<file path="src/verilog/ioch_pkg.sv">
package ioch_pkg;

  // register map
  localparam logic [7:0]  IOCH_CFG_OFFSET   = 8'h54;
  localparam logic [31:0] IOCH_CFG_RESET    = 32'h0000_0000;

  // field positions of interrupt_pin_config
  localparam int          IOCH_INTERVAL_LSB = 24;
  localparam int          IOCH_INTERVAL_W   = 8;
  localparam int          IOCH_RESTART_BIT  = 14;
  localparam int          IOCH_ACTIVE_BIT   = 13;
  localparam int          IOCH_IRQ_INT_BIT  = 12;
  localparam int          IOCH_EN_BIT       = 8;
  localparam int          IOCH_POL_BIT      = 4;
  localparam int          IOCH_TYPE_BIT     = 0;

  // reset values of the writable fields
  localparam logic [7:0]  IOCH_INTERVAL_RST = IOCH_CFG_RESET[31:24];
  localparam logic        IOCH_EN_RST       = IOCH_CFG_RESET[8];
  localparam logic        IOCH_POL_RST      = IOCH_CFG_RESET[4];
  localparam logic        IOCH_TYPE_RST     = IOCH_CFG_RESET[0];

  // buffer type encodings
  localparam logic        IOCH_OPEN_DRAIN   = 1'b0;
  localparam logic        IOCH_PUSH_PULL    = 1'b1;

  // timing: one hold-off step of 10 us at a 20 ns clock
  localparam int          IOCH_STEP_NS      = 10000;
  localparam int          IOCH_CLK_NS       = 20;
  localparam int          IOCH_STEP_CYCLES  = IOCH_STEP_NS / IOCH_CLK_NS;
  localparam int          IOCH_PRE_W        = $clog2(IOCH_STEP_CYCLES);

endpackage : ioch_pkg

</file>
<file path="src/verilog/ioch_hold_if.sv">
`timescale 1ns/1ps
interface ioch_hold_if;
  import ioch_pkg::*;

  logic                       start;
  logic                       stop;
  logic [IOCH_INTERVAL_W-1:0] len;
  logic                       active;

  modport ctl (output start, output stop, output len, input active);
  modport tmr (input start, input stop, input len, output active);
endinterface : ioch_hold_if

</file>
<file path="src/verilog/ioch_holdoff_timer.sv">
`timescale 1ns/1ps
module ioch_holdoff_timer
  import ioch_pkg::*;
(
  input  wire logic clock,
  input  wire logic srst,
  ioch_hold_if.tmr  hold
);

  typedef struct packed {
    logic                       active;
    logic [IOCH_INTERVAL_W-1:0] steps;
    logic [IOCH_PRE_W-1:0]      pre;
  } ioch_tmr_st_t;

  localparam logic [IOCH_PRE_W-1:0] PRE_LAST = IOCH_PRE_W'(IOCH_STEP_CYCLES - 1);

  ioch_tmr_st_t r;
  ioch_tmr_st_t n;

  always_comb begin
    n = r;
    if (hold.stop) begin
      n.active = 1'b0;
      n.steps  = '0;
      n.pre    = '0;
    end else if (hold.start) begin
      // length is sampled here, so a new value only affects later intervals
      n.active = (hold.len != '0);
      n.steps  = hold.len;
      n.pre    = '0;
    end else if (r.active) begin
      if (r.pre == PRE_LAST) begin
        n.pre   = '0;
        n.steps = r.steps - 8'h01;
        if (r.steps == 8'h01) begin
          n.active = 1'b0;
        end
      end else begin
        n.pre = r.pre + IOCH_PRE_W'(1);
      end
    end
  end

  always_ff @(posedge clock) begin
    if (srst) begin
      r <= '0;
    end else begin
      r <= n;
    end
  end

  assign hold.active = r.active;
endmodule : ioch_holdoff_timer

</file>
<file path="src/verilog/ioch_top.sv">
`timescale 1ns/1ps
// What this block does
// - bits 31:24 hold the hold-off length, in ten-microsecond steps
// - writing zero there stops the interval, clears counter, releases held interrupt
// - a new non-zero length applies to intervals starting after the write
// - the power event interrupt is never held off
// - writing one to bit 14 restarts the interval from zero, unless the same write sets the length to zero
// - bit 13 shows a running interval, during which the pin stays quiet except for a power event
// - bit 12 shows the combined enabled-source request
// - bit 12 ignores the output enable and the hold-off setting
// - bit 8 low keeps the pin deasserted, status bits untouched
// - bit 4 picks active-low or active-high in push-pull mode
// - bit 0 picks open-drain (always active low) or push-pull
module ioch_top
  import ioch_pkg::*;
#(
  parameter int N_SRC = 32
) (
  input  wire logic             clock,
  input  wire logic             srst,
  input  wire logic             reg_wr,
  input  wire logic             reg_rd,
  input  wire logic [7:0]       reg_addr,
  input  wire logic [31:0]      reg_wdata,
  output logic      [31:0]      reg_rdata,
  input  wire logic [N_SRC-1:0] source_status,
  input  wire logic [N_SRC-1:0] source_enable,
  input  wire logic             power_event,
  output logic                  irq_pin_o,
  output logic                  irq_pin_oe
);

  typedef struct packed {
    logic [IOCH_INTERVAL_W-1:0] interval;
    logic                       irq_en;
    logic                       pol;
    logic                       buf_type;
    logic                       asserted;
    logic                       pin_o;
    logic                       pin_oe;
    logic [31:0]                rdata;
  } ioch_state_t;

  function automatic logic ioch_hit(input logic [7:0] addr);
    return addr == IOCH_CFG_OFFSET;
  endfunction : ioch_hit

  // one decoder for the length field, shared by the write path and the checks
  function automatic logic [IOCH_INTERVAL_W-1:0] ioch_len(input logic [31:0] word);
    return word[IOCH_INTERVAL_LSB +: IOCH_INTERVAL_W];
  endfunction : ioch_len

  ioch_state_t r;
  ioch_state_t n;
  ioch_hold_if hold ();

  logic        cfg_wr;
  logic        cfg_rd;
  logic        irq_int;
  logic        want;
  logic [31:0] cfg_word;

  ioch_holdoff_timer u_timer (
    .clock (clock),
    .srst  (srst),
    .hold  (hold.tmr)
  );

  always_comb begin
    cfg_wr  = reg_wr && ioch_hit(reg_addr);
    cfg_rd  = reg_rd && ioch_hit(reg_addr);
    // combined request sees neither the enable nor the hold-off
    irq_int = |(source_status & source_enable);

    cfg_word = '0;
    cfg_word[IOCH_INTERVAL_LSB +: IOCH_INTERVAL_W] = r.interval;
    cfg_word[IOCH_ACTIVE_BIT]  = hold.active;
    cfg_word[IOCH_IRQ_INT_BIT] = irq_int;
    cfg_word[IOCH_EN_BIT]      = r.irq_en;
    cfg_word[IOCH_POL_BIT]     = r.pol;
    cfg_word[IOCH_TYPE_BIT]    = r.buf_type;

    n = r;
    if (cfg_wr) begin
      n.interval = ioch_len(reg_wdata);
      n.irq_en   = reg_wdata[IOCH_EN_BIT];
      n.pol      = reg_wdata[IOCH_POL_BIT];
      n.buf_type = reg_wdata[IOCH_TYPE_BIT];
    end

    // power event bypasses the hold-off; enable gates only the pin
    want = r.irq_en && (power_event || (irq_int && !hold.active));
    n.asserted = want;

    // start a hold-off on each falling pin, unless one is already running;
    // restart bit ignores that guard and reloads, unless the write's length is zero (stop wins)
    hold.stop  = cfg_wr && (ioch_len(reg_wdata) == '0);
    hold.start = (r.asserted && !want && !hold.active)
                 || (cfg_wr && reg_wdata[IOCH_RESTART_BIT]);
    hold.len   = cfg_wr ? ioch_len(reg_wdata) : r.interval;

    if (n.buf_type == IOCH_PUSH_PULL) begin
      n.pin_oe = 1'b1;
      n.pin_o  = n.pol ? want : !want;
    end else begin
      // wired-or: drive low only when asserted, polarity ignored
      n.pin_oe = want;
      n.pin_o  = 1'b0;
    end

    // restart bit is self-clearing and always reads zero
    n.rdata = cfg_rd ? cfg_word : '0;
  end

  always_ff @(posedge clock) begin
    if (srst) begin
      r          <= '0;
      r.interval <= IOCH_INTERVAL_RST;
      r.irq_en   <= IOCH_EN_RST;
      r.pol      <= IOCH_POL_RST;
      r.buf_type <= IOCH_TYPE_RST;
      // open-drain at reset: pin released
      r.pin_oe   <= 1'b0;
      r.pin_o    <= 1'b0;
    end else begin
      r <= n;
    end
  end

  assign reg_rdata  = r.rdata;
  assign irq_pin_o  = r.pin_o;
  assign irq_pin_oe = r.pin_oe;
endmodule : ioch_top

</file>
<file path="config.mk">
export PLATFORM = sky130hd
export DESIGN_NAME = ioch_top
export DESIGN_NICKNAME = d
export VERILOG_FILES = /design/src/verilog/ioch_pkg.sv /design/src/verilog/ioch_hold_if.sv /design/src/verilog/ioch_holdoff_timer.sv /design/src/verilog/ioch_top.sv
export SDC_FILE = /design/constraint.sdc
export NUM_CORES = 1
export LEC_CHECK = 0
export ABC_AREA = 1
export BUFFER_PORTS_ARGS = -buffer_cell sky130_fd_sc_hd__clkbuf_2
export CORE_AREA = 2 2 79 81
export CTS_CLUSTER_SIZE = 28
export DETAILED_ROUTE_END_ITERATION = 10
export DIE_AREA = 0 0 81 83
export HOLD_SLACK_MARGIN = 0.1
export PLACE_DENSITY = 0.77
export SLEW_MARGIN = 15
export SYNTH_ARGS = -nofsm -noshare
export SYNTH_HDL_FRONTEND = slang
export SYNTH_SLANG_ARGS = --single-unit
</file>
<file path="constraint.sdc">
create_clock -name clock -period 2.3 [get_ports clock]
set_clock_uncertainty 0.1 [all_clocks]
set_input_delay 0.69 -clock clock [delete_from_list [all_inputs] [get_ports clock]]
set_output_delay 0.69 -clock clock [all_outputs]
set_load 0.03 [all_outputs]
</file>
# Yosys cells after proc, flatten, opt, wreduce, memory -nomap -nowiden
# Index checks and enable logic that the tools add are counted.
# word_totals
register_bits	64
inputBits	109
output_inout_bits	34
word_cells	51
# op_classes
add_sub_neg	2
mux	9
n_bitwise	3
eq_ne	3
n_reduce_logical	22
# ops
op	n
$mux 18	2
$and 32x32->32	1
$reduce_or 32->1	1
$mux 9	2
$add 9x1->9 const B	1
$eq 9x9->1 const B	1
$eq 8x1->1 const B	1
$eq 8x7->1 const B	1
$logic_and 1x1->1	8
$logic_not 8->1	1
$mux 8	1
$reduce_bool 8->1	1
$sub 8x1->8 const B	1
$reduce_or 2->1	3
$reduce_bool 2->1	2
$mux 1	3
$reduce_or 3->1	1
$logic_not 1->1	2
$logic_or 1x1->1	2
$mux 2	1
$not 1->1	2
$reduce_and 2->1	1

# Depth between registers and ports, before layout
# depth
ltp_word	11
depth_mapped	15
ltp_nobuf	15

# Modules after synthesis
# Synthesis repeated with hierarchy kept, for this count alone.
# unflattened
cells_unflattened	390
hier_area_um2	2722.6
# modules_own_cells
module	area_each_um2	seq_area_each_um2	cells_each	instances
ioch_top	1569.0	540.5	226	1
ioch_holdoff_timer	1153.6	360.3	164	1

# Least setup slack after synthesis
# OpenSTA, ideal clock, no wires.
# synth_timing
path_type	input to register
from	in reg_addr[0]
to	reg u_timer.r (netlist bit u_timer.hold.active)
cell_stages	10
n_path_buf	1
slack_ps	379
arrival_time_ps	1708
t_required_ps	2087
setup_ps	113
cell_sequence	nor2_1 nand3_1 nor2_1 nand2_2 buf_2 o21a_1 nor2_1 nand4_1 nor2_1 nor2_1
# synth_via
elab_chain_cells	5
# synth_lines
item	line_no	rtl
start, declared	ioch_top.sv:23	input wire logic [7:0] reg_addr,
$eq 8x7->1 *	ioch_top.sv:45	return addr == IOCH_CFG_OFFSET;
$logic_and 1x1->1 *	ioch_top.sv:70	cfg_wr = reg_wr && ioch_hit(reg_addr);
$mux 8 / $logic_and 1x1->1 (equally long branches)	ioch_top.sv:100, ioch_top.sv:99	
$reduce_bool 8->1 / $logic_or 1x1->1 (equally long branches)	ioch_holdoff_timer.sv:29, ioch_top.sv:99	
$mux 18	ioch_holdoff_timer.sv:27	end else if (hold.start) begin
end signal, assigned	ioch_holdoff_timer.sv:49	r <= n;
end, declared	ioch_holdoff_timer.sv:18	ioch_tmr_st_t r;
# Every way passes the cells marked *; elsewhere a longest branch is shown, timed or not.
# A chain may end at the register's enable or synchronous reset.

# Worst setup path after layout
# layout_timing
from	in reg_addr[0]
to	reg u_timer.r[11] (netlist name)
# layout_via
elab_chain_cells	6
# layout_lines
item	line_no	rtl
$eq 8x7->1 *	ioch_top.sv:45	
$logic_and 1x1->1 *	ioch_top.sv:70	
$logic_and 1x1->1	ioch_top.sv:99	|| (cfg_wr && reg_wdata[IOCH_RESTART_BIT]);
$logic_or 1x1->1	ioch_top.sv:99	
$reduce_bool 2->1 (no source line)	-	
$reduce_and 2->1 (no source line)	-	
# Marks and branches as above.

==> results.json <==
{
  "antenna_found_initial": 0,
  "synth_top_family_by_area": "simple AND/OR/NAND/NOR gates",
  "drt_iter0_markers": 109,
  "final.fill_count": 579,
  "diodes": 0,
  "synth_top_area_share_pct": 36.00,
  "postCtsSetupRepairBufs": 0,
  "cts_tree": "done",
  "synth_area_leaders": "dfxtp_1, nand2_1, buf_4, nor2_1, inv_1",
  "io_buffers": 103,
  "cts.sinks": 45,
  "power.density_nw_per_um2": 487.4,
  "fin_hold_ws_ps": 332.8,
  "fin_ws_ps": 315.6,
  "synth-compound-area-share_pct": 6.650,
  "fin_crit_ps": 1984,
  "grt_pass1_wl_mm": 9.335,
  "grt_pass1_vias": 2258,
  "die_w_um": 81,
  "coreArea_sq_um": 5816,
  "wl_per_cell_um": 10.43,
  "grt_use_total_pct": 17.21,
  "htreeDepth": 2,
  "drt_wl_total_mm": 5.539,
  "relSlewSlack_pct": 66.08,
  "dieArea_sq_um": 6723,
  "drv_cap": 0,
  "finalCritPeriodShare_pct": 86.28,
  "rsz0062_at_grt": "false",
  "grt_use_met1_pct": 20.86,
  "std_cell_rows": 28,
  "cts_buffers": 5,
  "synth_flop_cell": "dfxtp_1",
  "path_clk_slew_ps": 80,
  "final-max-slew-violation-count": 0,
  "dr.pass1.iters": 4,
  "cts_hold_buf": 0,
  "root_buffer": "clkbuf_8",
  "grt_overflow": 0,
  "reg2reg_depth": 9,
  "end_kind": "flip-flop",
  "ff2ff_setup_slack_ps": 580,
  "synthSimpleGateAreaFrac_pct": 35.55,
  "clockBufferDepth": 2,
  "yosysWarningCount": 0,
  "power.leakage_uw": 0.001583,
  "arrival_ps": 2110,
  "hold_viol_final": 0,
  "synth_xor_area_share_pct": 3.500,
  "status": "finished, final reports clean",
  "final_nets": 567,
  "fin_tns_setup_ps": 0,
  "crit_type": "input port to flip-flop",
  "cp.required_ps": 2430,
  "synth_cell_types": 29,
  "num_vias": 2368,
  "whs_path_depth": 2,
  "drc_errors": 0,
  "vias_per_cell": 4.460,
  "hold_path_class": "flip-flop to flip-flop",
  "syn_avg_cell_area_sq_um": 6.913,
  "start_util_pct": 43.03,
  "ys_async_sr_fraction_pct": 0,
  "dp.final_hpwl_mm": 4.555,
  "synth_largest_area_cell": "dfxtp_1",
  "met2_usage_pct": 29.00,
  "gp_congestion": 0.8240,
  "final_antenna_net_count": 0,
  "synth.area.mux_share_pct": 0,
  "synth_edf_count": 0,
  "finalSetupViolCount": 0,
  "ys_ff_latch": 45,
  "synth_cells": 362,
  "clk_latency_ps": 300,
  "gr-usage-met3_pct": 3.804,
  "grt_max_degree": 23,
  "worstMarginPinSlew_ps": 507.4,
  "cts_resized": 0,
  "ir_drop_uv": 225.2,
  "fmaxAchievable_mhz": 503.9,
  "syn-cell-area_sq_um": 2502,
  "die_h_um": 83,
  "io_pins": 143,
  "crit_path_start_kind": "input port",
  "synth_seq_area_share_pct": 36.00,
  "synth_fa_ha_area_share_pct": 1.500,
  "preCtsSetupSlack_ps": 1.423,
  "drive_above_1_share_pct": 30.26,
  "grt-busiest-layer": "met2",
  "area_growth_pct": 21.25,
  "crit_fanout": 22
}
per-layer routing:
metal  vias to the layer above  part of all wire, %
met4                         0                  1.7
met5                         -                    0
met1                      1026                   45
met2                        69                   47
li1                       1264                    -
met3                         9                  6.7
worst max-delay path, stage by stage:
cell and delay (ps):
clkbuf_2 80, nor2_1 90, nand3_1 70, nor2_1 170, nand2_2 260, inv_2 170
nand2_2 90, buf_4 200, nand3_1 90, nand2_1 60, a21oi_1 130
sequential cells by signal (all words and copies together) (netlist names):
name	flops
u_timer.r	17
reg_rdata	13
cfg_word	11
irq_pin_o	1
irq_pin_oe	1
r	1
u_timer.hold.active	1
layout by cell type (no fill, tap or decap), types with 7 or more instances in the layout:
cell and n:
nand3_1 12, nand2_1 94, clkbuf_2 103, clkbuf_8 7, nand4_1 12, nor2_1 59
conb_1 19, dfxtp_1 45, a21oi_1 14, inv_1 28, xor2_1 7
synthesized netlist by cell type (5+ instances only):
| master | count |
|---|---|
| nand2_1 | 94 |
| nor2_1 | 59 |
| dfxtp_1 | 45 |
| buf_4 | 32 |
| inv_1 | 28 |
| a21oi_1 | 14 |
| nand3_1 | 12 |
| nand4_1 | 12 |
| xor2_1 | 7 |
| o21ai_1 | 6 |
| nand2_2 | 5 |
| nand3_2 | 5 |
| o21a_1 | 5 |
report_power, final:
group	internal, uW	total, uW	switching [uW]
Clock	271	526	255
Combinational	73.7	173	99.1
Sequential	779	780	0.578
Total	1120	1480	354
layout make-up:
cell class                 instances  area, sq um  area share, %
clock buffer                       7        96.34          3.175
clock inverter                     1        5.005         0.1649
inverter                          32        120.1          3.959
multi-input combinational        263         1252          41.28
sequential                        45        900.9          29.69
tap                               75        93.84          3.093
timing repair buffer             108        565.5          18.64
worst paths after layout:
check | startpoint | to
worst max-delay path | reg_addr[0] | u_timer.r[11]$_SDFFE_PP0P_
worst min-delay path | cfg_word[0]$_SDFF_PP0_ | reg_rdata[0]$_SDFF_PP0_
worst max register to register | u_timer.r[0]$_SDFFE_PP0P_ | u_timer.r[14]$_SDFFE_PP0P_
worst min register to register | cfg_word[0]$_SDFF_PP0_ | reg_rdata[0]$_SDFF_PP0_
through the flow:
stage / cell area (sq um) / total power (uW) / std cells / util, %
finish: 3034 / 1479 / 531 / 52.17
global route: 3034 / 1541 / 531 / 52.17
CTS: 3034 / 1488 / 531 / 52.17
detailed placement: 2933 / 970.6 / 523 / 50.43
global placement: 2933 / 969.2 / 523 / 50.43
floorplan: 2570 / 909.1 / 380 / -
logic make-up after synthesis:
family                     count (synthesis)
DFF                                       45
and+or+nand+nor                          201
buffers and inverters                     72
AOI/OAI and AO/OA                         30
xor gates and xnor gates                  10
adders and majority gates                  3
other                                      1
Note: power is estimated with default switching activity, not from simulation.
